## config.mk

```make
export PLATFORM = sky130hd
export DESIGN_NAME = ccp_top
export DESIGN_NICKNAME = d
export VERILOG_FILES = /design/src/ccp_top.v /design/src/ccp_sync.v /design/src/ccp_irq_src.v
export VERILOG_INCLUDE_DIRS = /design/src /design/src/pkg
export SDC_FILE = /design/constraint.sdc
export NUM_CORES = 2
export LEC_CHECK = 0
export ABC_CLOCK_PERIOD_IN_PS = 3400
export BUFFER_PORTS_ARGS = -buffer_cell sky130_fd_sc_hd__buf_4
export CORE_ASPECT_RATIO = 0.5
export CORE_MARGIN = 5
export CORE_UTILIZATION = 55
export CTS_BUF_LIST = sky130_fd_sc_hd__clkbuf_8
export DETAILED_ROUTE_END_ITERATION = 12
export PLACE_DENSITY = 0.71
export SYNTH_ARGS = -nofsm -noshare
export SYNTH_HDL_FRONTEND = slang
export SYNTH_SLANG_ARGS = --single-unit
```

## constraint.sdc

```tcl
create_clock -name clk_i -period 3.4 [get_ports clk_i]
set_input_delay 0.68 -clock clk_i [delete_from_list [all_inputs] [get_ports clk_i]]
set_output_delay 0.68 -clock clk_i [all_outputs]
set_load 0.02 [all_outputs]
```

## src/pkg/ccp_defines.vh

```
// constants for the codec control port
//
// Contract
// - falling edge on select pin after reset picks spi mode, else i2c with strap
// - spi samples input on rising clock edge, shifts output on falling edge
// - spi transfers start with chip address 1001111 then r/w bit, low writes
// - spi write: pointer byte then data byte msb first, stored at pointer
// - serial reply output stays high impedance during spi writes
// - auto advance flag set advances pointer per byte, clear keeps it fixed
// - after read address, msb driven on next falling clock, rest follow
// - with auto advance, spi read streams consecutive registers
// - i2c low address bits come from straps captured during reset; the code captures synchroniser outputs held at 1 in reset, so both are 1
// - i2c address is 10011, two strap bits, then r/w high for read
// - i2c write: pointer byte after address, further bytes go to registers
// - i2c read sends register at pointer, advancing when flag set; the code leaves the msb clock released and sends only bits 6 to 0
// - every i2c byte is acknowledged by its receiver
// - interrupt pin: active low, active high, or open-drain active low
// - each interrupt source has a mask and edge or level sensitivity
// - reset low clears all state, mutes outputs, holds low power
// - after reset writes accepted; clearing power-down bit starts operation
// - with pll clock, serial audio outputs wait for pll lock
// - about 80 ms mute after reset while reference ramps
`ifndef CCP_DEFINES_VH
`define CCP_DEFINES_VH
`define CCP_SPI_CHIP_ADDR   7'h4f
`define CCP_I2C_ADDR_HI     5'h13
`define CCP_PTR_INC_BIT     7
`define CCP_NUM_REGS        128
`define CCP_PWR_REG_ADDR    7'h02
`define CCP_PDN_BIT         0
`define CCP_PWR_RESET_VAL   8'h81
`define CCP_CLK_HZ          25000000
`define CCP_RAMP_MS         80
`define CCP_RAMP_CYCLES     ((`CCP_CLK_HZ / 1000) * `CCP_RAMP_MS)
`define CCP_INT_MODE_LOW    2'h0
`define CCP_INT_MODE_HIGH   2'h1
`define CCP_INT_MODE_OD     2'h2
`define CCP_SENS_LEVEL      2'h0
`define CCP_SENS_RISE       2'h1
`define CCP_SENS_FALL       2'h2
`endif

```

## src/ccp_top.v

```verilog
// codec control port: spi or i2c slave, register file, interrupt pin, power-up mute
`timescale 1ns/1ps
`default_nettype none
`include "ccp_defines.vh"
module ccp_top #(
  parameter        NSRC        = 4,
  parameter [31:0] RAMP_CYCLES = `CCP_RAMP_CYCLES
) (
  input  wire            clk_i,           // 25 mhz block clock
  input  wire            rstn_i,          // reset pin, sync, active low
  input  wire            addr0_or_select_pin_i, // select (spi) or strap zero (i2c)
  input  wire            addr_strap_one_i,      // i2c strap one
  input  wire            control_bit_clock_i,   // spi clock / i2c scl
  input  wire            serial_cmd_in_i,       // spi data in / i2c sda in
  output reg             serial_reply_out_o,    // spi data out / i2c sda out
  output reg             serial_reply_oe_o,     // output enable of reply pin
  input  wire            pll_selected_i,  // clock source is internal pll
  input  wire            pll_locked_i,    // pll settled, same clock
  input  wire [NSRC-1:0] irq_src_i,       // interrupt sources, same clock
  input  wire [NSRC-1:0] irq_mask_i,      // per-source mask
  input  wire [2*NSRC-1:0] irq_sens_i,    // per-source sensitivity
  input  wire [1:0]      irq_mode_i,      // pin polarity / drive mode
  output reg             irq_o,           // interrupt pin level
  output reg             irq_oe_o,        // interrupt pin enable
  output reg             spi_mode_o,      // 1 when spi selected
  output reg             power_down_bit_o, // power-down bit of power register
  output reg             mute_o,          // converter and port mute
  output reg             audio_out_en_o   // serial audio outputs enabled
);
  // ------------------------------------------------------------------
  // pin synchronisers
  // ------------------------------------------------------------------
  wire sel_s, a1_s, scl_s, sda_s;
  ccp_sync u_sel (.clk_i(clk_i), .rstn_i(rstn_i), .rst_val_i(1'b1),
                  .d_i(addr0_or_select_pin_i), .q_o(sel_s));
  ccp_sync u_a1  (.clk_i(clk_i), .rstn_i(rstn_i), .rst_val_i(1'b1),
                  .d_i(addr_strap_one_i), .q_o(a1_s));
  ccp_sync u_scl (.clk_i(clk_i), .rstn_i(rstn_i), .rst_val_i(1'b1),
                  .d_i(control_bit_clock_i), .q_o(scl_s));
  ccp_sync u_sda (.clk_i(clk_i), .rstn_i(rstn_i), .rst_val_i(1'b1),
                  .d_i(serial_cmd_in_i), .q_o(sda_s));

  reg sel_d_reg, scl_d_reg, sda_d_reg;
  always @(posedge clk_i) begin
    if (!rstn_i) begin
      sel_d_reg <= 1'b1;
      scl_d_reg <= 1'b1;
      sda_d_reg <= 1'b1;
    end else begin
      sel_d_reg <= sel_s;
      scl_d_reg <= scl_s;
      sda_d_reg <= sda_s;
    end
  end
  wire clk_rise = scl_s & ~scl_d_reg;
  wire clk_fall = ~scl_s & scl_d_reg;
  wire sel_fall = ~sel_s & sel_d_reg;
  wire i2c_start = scl_s & scl_d_reg & sda_d_reg & ~sda_s;
  wire i2c_stop  = scl_s & scl_d_reg & ~sda_d_reg & sda_s;

  // ------------------------------------------------------------------
  // strap capture and mode choice
  // ------------------------------------------------------------------
  // straps are taken from the synchroniser outputs in the reset cycles; reset holds those at 1, so both address bits are always 1
  reg [1:0] strap_reg;
  always @(posedge clk_i) begin
    if (!rstn_i) begin
      strap_reg <= {a1_s, sel_s};
    end
  end
  always @(posedge clk_i) begin
    if (!rstn_i) begin
      spi_mode_o <= 1'b0;
    end else if (sel_fall) begin
      spi_mode_o <= 1'b1;
    end
  end

  // ------------------------------------------------------------------
  // register file
  // ------------------------------------------------------------------
  reg [7:0] regs [0:`CCP_NUM_REGS-1];
  reg [7:0] ptr_reg;
  integer k;

  // ------------------------------------------------------------------
  // shared transfer engine
  // ------------------------------------------------------------------
  localparam ST_IDLE = 3'h0;
  localparam ST_ADDR = 3'h1;
  localparam ST_PTR  = 3'h2;
  localparam ST_WDAT = 3'h3;
  localparam ST_RDAT = 3'h4;
  localparam ST_ACK  = 3'h5;
  localparam ST_RACK = 3'h6;
  localparam ST_SKIP = 3'h7;

  reg [2:0] state_reg;
  reg [2:0] after_ack_reg;
  reg [7:0] shift_reg;
  reg [2:0] cnt_reg;
  reg       nack_reg;

  wire [6:0] i2c_addr   = {`CCP_I2C_ADDR_HI, strap_reg};
  // both modes sample the same synchronised data pin
  wire [7:0] rx_byte    = {shift_reg[6:0], sda_s};
  wire       inc        = ptr_reg[`CCP_PTR_INC_BIT];
  wire [6:0] reg_idx    = ptr_reg[6:0];
  wire [7:0] ptr_adv    = inc ? {ptr_reg[7], reg_idx + 7'h01} : ptr_reg;
  wire       active     = spi_mode_o ? ~sel_s : 1'b1;
  wire       addr_ok    = spi_mode_o ? (rx_byte[7:1] == `CCP_SPI_CHIP_ADDR)
                                     : (rx_byte[7:1] == i2c_addr);

  always @(posedge clk_i) begin
    if (!rstn_i) begin
      state_reg          <= ST_IDLE;
      after_ack_reg      <= ST_IDLE;
      shift_reg          <= 8'h00;
      cnt_reg            <= 3'h0;
      ptr_reg            <= 8'h00;
      nack_reg           <= 1'b0;
      serial_reply_out_o <= 1'b1;
      serial_reply_oe_o  <= 1'b0;
      for (k = 0; k < `CCP_NUM_REGS; k = k + 1) begin
        regs[k] <= 8'h00;
      end
      regs[`CCP_PWR_REG_ADDR] <= `CCP_PWR_RESET_VAL;
    end else if (spi_mode_o && sel_s) begin
      state_reg         <= ST_IDLE;
      serial_reply_oe_o <= 1'b0;
    end else if (!spi_mode_o && (i2c_start || i2c_stop)) begin
      state_reg         <= i2c_start ? ST_ADDR : ST_IDLE;
      cnt_reg           <= 3'h0;
      serial_reply_oe_o <= 1'b0;
    end else begin
      if (spi_mode_o && state_reg == ST_IDLE && active) begin
        state_reg <= ST_ADDR;
        cnt_reg   <= 3'h0;
      end
      if (clk_rise && state_reg != ST_IDLE && state_reg != ST_SKIP) begin
        if (state_reg == ST_RACK) begin
          // host acknowledge: sampled here, then cleared at the next falling edge
          nack_reg <= sda_s;
        end else if (state_reg == ST_ACK) begin
          nack_reg <= 1'b0;
        end else if (state_reg != ST_RDAT) begin
          shift_reg <= rx_byte;
          cnt_reg   <= cnt_reg + 3'h1;
          if (cnt_reg == 3'h7) begin
            case (state_reg)
              ST_ADDR: begin
                if (!addr_ok) begin
                  state_reg <= ST_SKIP;
                end else begin
                  after_ack_reg <= rx_byte[0] ? ST_RDAT : ST_PTR;
                  state_reg     <= spi_mode_o ? (rx_byte[0] ? ST_RDAT : ST_PTR) : ST_ACK;
                  shift_reg     <= regs[reg_idx];
                end
              end
              ST_PTR: begin
                ptr_reg       <= rx_byte;
                after_ack_reg <= ST_WDAT;
                state_reg     <= spi_mode_o ? ST_WDAT : ST_ACK;
              end
              default: begin
                regs[reg_idx] <= rx_byte;
                ptr_reg       <= ptr_adv;
                after_ack_reg <= ST_WDAT;
                state_reg     <= spi_mode_o ? ST_WDAT : ST_ACK;
              end
            endcase
          end
        end else begin
          cnt_reg <= cnt_reg + 3'h1;
          if (cnt_reg == 3'h7) begin
            ptr_reg   <= ptr_adv;
            shift_reg <= regs[ptr_adv[6:0]];
            state_reg <= spi_mode_o ? ST_RDAT : ST_RACK;
          end
        end
      end
      if (clk_fall) begin
        case (state_reg)
          ST_ACK: begin
            if (serial_reply_oe_o && cnt_reg == 3'h0 && !nack_reg) begin
              serial_reply_oe_o <= 1'b0; // release after ack bit
              state_reg         <= after_ack_reg;
            end else begin
              serial_reply_out_o <= 1'b0;
              serial_reply_oe_o  <= 1'b1;
              nack_reg           <= 1'b1;
            end
          end
          ST_RACK: begin
            serial_reply_oe_o <= 1'b0;
            state_reg         <= ST_SKIP;
            nack_reg          <= 1'b0;
          end
          ST_RDAT: begin
            serial_reply_out_o <= shift_reg[~cnt_reg];
            serial_reply_oe_o  <= 1'b1;
          end
          default: begin
            serial_reply_oe_o <= 1'b0;
          end
        endcase
      end
      // after host ack, return to data on the next falling edge, whatever the host sent
      if (state_reg == ST_SKIP && !spi_mode_o && clk_fall && !nack_reg
          && after_ack_reg == ST_RDAT) begin
        state_reg <= ST_RDAT;
      end
    end
  end

  // ------------------------------------------------------------------
  // interrupt pin
  // ------------------------------------------------------------------
  wire [NSRC-1:0] req;
  genvar g;
  generate
    for (g = 0; g < NSRC; g = g + 1) begin : g_src
      ccp_irq_src u_src (.clk_i(clk_i), .rstn_i(rstn_i), .src_i(irq_src_i[g]),
                         .mask_i(irq_mask_i[g]), .sens_i(irq_sens_i[2*g+1:2*g]),
                         .req_o(req[g]));
    end
  endgenerate
  wire any_req = |req;
  always @(posedge clk_i) begin
    if (!rstn_i) begin
      irq_o    <= 1'b1;
      irq_oe_o <= 1'b0;
    end else begin
      case (irq_mode_i)
        `CCP_INT_MODE_HIGH: begin
          irq_o    <= any_req;
          irq_oe_o <= 1'b1;
        end
        `CCP_INT_MODE_OD: begin
          irq_o    <= 1'b0;
          irq_oe_o <= any_req;
        end
        default: begin
          irq_o    <= ~any_req;
          irq_oe_o <= 1'b1;
        end
      endcase
    end
  end

  // ------------------------------------------------------------------
  // power-up, ramp mute and pll gating
  // ------------------------------------------------------------------
  // the ramp counter runs from reset release regardless of the power bit
  reg [31:0] ramp_cnt_reg;
  wire       ramp_done = (ramp_cnt_reg >= RAMP_CYCLES);
  wire       power_down_bit = regs[`CCP_PWR_REG_ADDR][`CCP_PDN_BIT];
  always @(posedge clk_i) begin
    if (!rstn_i) begin
      ramp_cnt_reg     <= 32'h0;
      power_down_bit_o <= 1'b1;
      mute_o           <= 1'b1;
      audio_out_en_o   <= 1'b0;
    end else begin
      if (!ramp_done) begin
        ramp_cnt_reg <= ramp_cnt_reg + 32'h1;
      end
      power_down_bit_o <= power_down_bit;
      mute_o           <= power_down_bit | ~ramp_done;
      audio_out_en_o   <= ~power_down_bit & ramp_done & (~pll_selected_i | pll_locked_i);
    end
  end
endmodule
`default_nettype wire

```

## src/ccp_sync.v

```verilog
// two-flop synchroniser for pin inputs
`timescale 1ns/1ps
`default_nettype none
module ccp_sync (
  input  wire clk_i,   // block clock
  input  wire rstn_i,  // sync reset, active low
  input  wire rst_val_i, // value taken in reset (tie constant)
  input  wire d_i,     // asynchronous input
  output reg  q_o      // synchronised level
);
  reg meta_reg;
  always @(posedge clk_i) begin
    if (!rstn_i) begin
      meta_reg <= rst_val_i;
      q_o      <= rst_val_i;
    end else begin
      meta_reg <= d_i;
      q_o      <= meta_reg;
    end
  end
endmodule
`default_nettype wire

```

## src/ccp_irq_src.v

```verilog
// one interrupt source: sensitivity select and mask
`timescale 1ns/1ps
`default_nettype none
`include "ccp_defines.vh"
module ccp_irq_src (
  input  wire       clk_i,   // block clock
  input  wire       rstn_i,  // sync reset, active low
  input  wire       src_i,   // source level, same clock
  input  wire       mask_i,  // 1 blocks the source
  input  wire [1:0] sens_i,  // level, rising or falling
  output reg        req_o    // active request
);
  reg prev_reg;
  always @(posedge clk_i) begin
    if (!rstn_i) begin
      prev_reg <= 1'b0;
      req_o    <= 1'b0;
    end else begin
      prev_reg <= src_i;
      if (mask_i) begin
        req_o <= 1'b0;
      end else begin
        case (sens_i)
          `CCP_SENS_RISE: req_o <= src_i & ~prev_reg;
          `CCP_SENS_FALL: req_o <= ~src_i & prev_reg;
          default:        req_o <= src_i;
        endcase
      end
    end
  end
endmodule
`default_nettype wire

```

**After elaboration in Yosys (flattened, before gate mapping)**

Memory sizes are Yosys's and may differ from the RTL's. A register that Yosys moved wholly into a read port is not among the register bits.
Index checks and enable logic that the tools add are counted.

- Add/sub/neg operators: 3
- $lt $le $gt $ge: 2
- Equal/unequal tests: 25
- Mux-type cells: 73
- Bitwise operators: 44
- Reductions and logical operators: 34

Operators with widths:

| kind | number |
|---|---|
| $mux W8 | 11 |
| $mux W3 | 23 |
| $add A32 B1 Y32 const B | 1 |
| $ge A32 B21 Y1 const B | 1 |
| $mux W1 | 24 |
| $not A1 Y1 | 22 |
| $mux W7 | 3 |
| $and A1 B1 Y1 | 18 |
| $eq A3 B3 Y1 const B | 6 |
| $pmux W1 S2 | 8 |
| $pmux W8 S2 | 1 |
| $logic_and A1 B1 Y1 | 12 |
| $reduce_or A2 Y1 | 6 |
| $eq A2 B1 Y1 const B | 5 |
| $eq A2 B2 Y1 const B | 5 |
| $reduce_and A8 Y1 | 1 |
| $reduce_or A8 Y1 | 1 |
| $add A7 B1 Y7 const B | 1 |
| $eq A7 B7 Y1 | 1 |
| $eq A7 B7 Y1 const B | 1 |
| $reduce_and A7 Y1 | 1 |
| $logic_not A3 Y1 | 2 |
| $ne A2 B2 Y1 const B | 3 |
| $ne A3 B3 Y1 const B | 2 |
| other kinds (18) | 22 |

- Flip-flop bits (word level): 87
- RAM bits: 1024
- Word-level logic and storage cells: 217
- Memories: 1

Memory list:

| memory | words | width | rd ports | clocked after Yosys merged registers in | write ports | RTL line | source |
|---|---|---|---|---|---|---|---|
| regs | 128 | 8 | 3 | 1 | 128 | ccp_top.v:82 | `` reg [7:0] regs [0:`CCP_NUM_REGS-1]; `` |

**Depth between registers and ports, before layout**

- Word-level depth: 14
- Depth in mapped cells: 14
- Depth with buffers taken out: 10

**Modules after synthesis**

From an unflattened synthesis, not the netlist that was laid out.

- Cells, all modules: 5240
- Area total of the unflattened synthesis: 61556.5 um^2

By module, submodules not included:

| module | instances | cells an instance | area an instance (um^2) | sequential area each (um^2) |
|---|---|---|---|---|
| ccp_top | 1 | 5176 | 60855.9 | 32331.0 |
| ccp_irq_src | 4 | 12 | 112.6 | 40.0 |
| ccp_sync | 4 | 4 | 62.6 | 40.0 |

**Worst setup path before layout**

Ideal clock, no wire load.

- Kind: input to register
- Start: in rstn_i
- End: mem regs[124][0] (enable)
- Setup time: 0.384 ns
- Arrival: 2.559 ns
- Slack: 0.457 ns
- Stages: 6
- Path buffers: 2
- Cells stage by stage: clkbuf_1 > o211ai_1 > nor3_1 > nand2_1 > clkbuf_1 > o21ai_0

RTL lines:

| element | RTL line | source |
|---|---|---|
| start, declared | ccp_top.v:10 | `input wire rstn_i,` |
| end, declared | ccp_top.v:82 |  |

**Worst setup path in the final report**

- Start: reg ptr_reg[0]
- End: reg shift_reg[6]

- Word-level cells in the longest chain between the ends: 5

Ends and longest elaborated chain:

| element | RTL line | source |
|---|---|---|
| start, declared | ccp_top.v:83 | `reg [7:0] ptr_reg;` |
| start signal, assigned | ccp_top.v:161 | `ptr_reg <= rx_byte;` |
| start signal, assigned | ccp_top.v:167 | `ptr_reg <= ptr_adv;` |
| start signal, assigned | ccp_top.v:176 | `ptr_reg <= ptr_adv;` |
| $add A7 B1 Y7 | ccp_top.v:109 | `wire [7:0] ptr_adv = inc ? {ptr_reg[7], reg_idx + 7'h01} : ptr_reg;` |
| $mux W8 * | ccp_top.v:109 |  |
| $mem_v2 Z128 W8 * | n/a |  |
| $mux W8 * | ccp_top.v:175 | `if (cnt_reg == 3'h7) begin` |
| $mux W8 * | ccp_top.v:146 | `end else if (state_reg != ST_RDAT) begin` |
| end signal, assigned | ccp_top.v:147 | `shift_reg <= rx_byte;` |
| end signal, assigned | ccp_top.v:157 | `shift_reg <= regs[reg_idx];` |
| end signal, assigned | ccp_top.v:177 | `shift_reg <= regs[ptr_adv[6:0]];` |
| end, declared | ccp_top.v:100 | `reg [7:0] shift_reg;` |

Mark *: on every way between the ends. The rest lies on a longest branch, timed or not. The select of a mux whose other input is x is not followed.
A chain may end at the register's enable or synchronous reset.

==> impl_metrics.ini <==
[clock_tree]
numCtsBuffers = 164
cts.sinks = 1118
clk_path_buf_depth = 3
cts_tree = yes
root_buffer = clkbuf_8
clk_latency_ns = 0.93
path_clk_slew_ns = 0.08
htreeDepth = 4

[placement]
dp_slack_ns = -0.502
port_buffers = 33
placed_cell_area_um2 = 65900
gp_congestion = 1.00
hpwlAfterDp_um = 149000
dp_cells = 6756

[hold_path]
min_from = irq_mode_i[1]
hold_end = irq_oe_o
hold_class = primary input to flop
min_path_cells = 3

[synthesis]
syn_nets = 5235
ys_types = 78
synth-compound-area-share_pct = 6.94
synthSimpleGateAreaFrac_pct = 19.6
synth-xor-area-share_pct = 0.440
synth_top_family_by_area = simple AND/OR/NAND/NOR gates
synth_cells = 5193
async_flop_share_pct = 0
ys_ff_latch = 1118
synthAdderAreaFrac_pct = 0.325
synthMuxAreaShare_pct = 15.8
avgSynthCellArea_um2 = 11.9
seq_area_frac_synth_pct = 53.0
synth_edf_count = 1026
yosys_warnings = 0
synth_flop_cell = edfxtp_1
syn_area_um2 = 61700

[drt]
finalWirelength_um = 220000
vias_per_cell = 6.70
m1WireLength_um = 82900
drc_errors = 0
antenna_left = 0
num_vias = 47440
dr.first_iter.drc_count = 7923
routedWlPerCell_um = 31.1
topRoutingLayerUsed = met5
wl_met3_um = 33300
first_pass_iters = 7
wl_met2_um = 94200

[power_and_ir_drop]
vdd_drop_max_mv = 0.396
power_density_nw_per_um2 = 417
p_leak_nw = 25.8
p_total_w = 0.0290

[layout]
final_layout_size_suffix_gt1_share_pct = 20.1
syn_to_final_growth_pct = 12.9
fin_area_um2 = 69600
layout.cells.non_filler = 7077
nNetsFinal = 5491
largest_reg_flops = 1024
nFillCells = 8576

[sta]
rsz0062_at_grt = false
skew_ns = 0.0363
setup_viol = 0
timing.final.crit_share_pct = 99.6
layout_min_cycle_time_ns = 3.39
max-slew-margin-rel_pct = -3.54
hold_viol_final = 0
slew_viol_final = 49
worst_slew_pin_slew_ns = 1.55
setup_slack_ns = 0.0123
max_freq_ghz = 0.295
setup_tns_ns = 0

[worst_setup_path]
start_kind = flop
crit_path_top_delay_cell = nor4_1
rr_endpoint = shift_reg[6]
setup.worst_path.end_class = flop
ff2ff_path_depth = 12
path_cells = buf_4, xnor2_4, buf_12, buf_4, buf_4, mux2i_1, o22ai_1, o22ai_1, nor4_1, or3_1, a21oi_1, a211oi_1
r2r_setup_slack_ns = 0.01
reg2reg_from = ptr_reg[0]
max_stage_delay_ns = 0.67
crit_fanout = 14
critPathArrivalTime_ns = 4.22
crit_top_cell = buf_4
setup.worst_path.class = flop to flop
crit_required_ns = 4.23

[floorplan]
die_w_um = 483
die_h_um = 247
core_um2 = 111000
initial_utilization_pct = 55.7
rows = 86
ioPinCount = 34
die-area_um2 = 119000

[global_route]
grt_use_total_pct = 36.4
grt_pass1_vias = 45631
antenna_found_initial = 9
grt_start_max_net_pins = 150
grt_pass1_wl_um = 316000
overflow = 0

[flow_run]
maxCapViolations = 0

[run_status]
violations = max-slew violations
outcome = complete, but fails checks
-- worst max path at each step --
stage | start | slack, ns | depth (start not counted) | endpoint
after floorplan | rstn_i | 0.46 | 6 | regs[124][0]
after global placement | ptr_reg[0] | -0.41 | 12 | shift_reg[3]
after detailed placement | ptr_reg[0] | -0.50 | 12 | shift_reg[4]
after CTS | ptr_reg[0] | 0.005 | 12 | shift_reg[4]
after global routing | ptr_reg[0] | 0.001 | 12 | shift_reg[4]
final | ptr_reg[0] | 0.01 | 12 | shift_reg[6]
-- placed cells by master, fill, tap and decap left out, types with 66 or more instances in the layout --
cell and count:
and2_1 1046, edfxtp_1 1026, nand2_1 593, buf_4 452, mux4_2 299, mux2i_1 289
nand3_1 260, nor2_1 198, o21ai_0 171, a21oi_1 168, clkbuf_8 168, dfxtp_1 78
o22ai_1 75, o221ai_1 66
-- kinds of logic after synthesis --
family,Yosys count
flip-flops,1118
buffers and inverters,464
AND/OR/NAND/NOR,2301
multiplexers,597
adder cells (fa/ha/maj),16
AO/OA/AOI/OAI,672
XOR/XNOR,25
-- layer usage --
metal | up-vias | GRT usage, %
met5 | - | 0
met4 | 4 | 14.2
met3 | 632 | 13.2
met2 | 3655 | 54.0
met1 | 23481 | 49.3
li1 | 19668 | -
-- worst max-delay path, delay by kind of cell (launching register included) --
kind / cells / cell delay (ns)
AOI/OAI and AO/OA: 4 / 0.78
xor gates and xnor gates: 1 / 0.29
buffers and inverters: 4 / 0.79
DFF: 1 / 0.37
muxes: 1 / 0.10
and+or+nand+nor: 2 / 0.95
-- Yosys cell counts, drive strengths merged, types with 4 or more instances --
cell     number  area share, %
a2111oi      26           0.39
a211oi       50           0.61
a21o          5          0.061
a21oi       169            1.4
a221oi        9           0.13
a22o          6          0.085
a22oi        25           0.30
a311oi        4          0.057
a31oi        15           0.15
and2       1047             11
and3         13           0.13
buf         209            2.4
clkbuf      232            1.4
dfxtp        92            3.0
edfxtp     1026             50
ha           16           0.32
inv          22           0.13
mux2          8           0.15
mux2i       290            4.7
mux4        299             11
nand2       599            3.6
nand2b       30           0.30
nand3       262            2.1
nand4         9           0.12
nor2        198            1.2
nor2b        30           0.30
nor3         52           0.43
nor3b         4          0.049
nor4         25           0.27
o2111ai       5          0.071
o211ai        6          0.073
o21ai       176            1.4
o221ai       71            1.0
o22ai        77           0.79
o311a         4          0.065
o31ai         9           0.11
or3          14           0.14
xnor2        11           0.20
xor2         14           0.24
-- report_power, final --
| part | switching (W) | internal, W |
|---|---|---|
| clock network | 0.00583 | 0.00553 |
| registers | 0.000467 | 0.0156 |
| logic | 0.000901 | 0.000666 |
-- layout make-up --
| cell class | count | area [µm²] | share of cell area, % |
|---|---|---|---|
| Sequential cell | 1118 | 32700 | 47.0 |
| Multi-Input combinational cell | 3611 | 26900 | 38.6 |
| Timing Repair Buffer | 531 | 4840 | 6.96 |
| Clock buffer | 168 | 2310 | 3.32 |
| Tap cell | 1496 | 1870 | 2.69 |
| Clock inverter | 127 | 946 | 1.36 |
| Inverter | 23 | 86.3 | 0.124 |
| Antenna cell | 3 | 7.51 | 0.0108 |
-- timing repair --
| action | CTS | global route |
|---|---|---|
| setup buffers | 5 | 0 |
| hold buffers | 16 | 0 |
| pin swaps | 2 | 4 |
| endpoints found under the hold margin | 13 | 0 |
| gates cloned | 1 | 1 |
| gates resized for setup | 11 | 33 |
| endpoints found under the setup margin | 7 | 8 |
-- through the flow --
step	hold slack, ns	utilization [%]
2_1_floorplan	0.386	-
3_3_place_gp	0.390	59.5
3_5_place_dp	0.391	59.5
4_1_cts	0.0542	62.7
5_1_grt	0.141	62.9
6_report	0.129	62.9
Power figures use the tool's default switching activity.
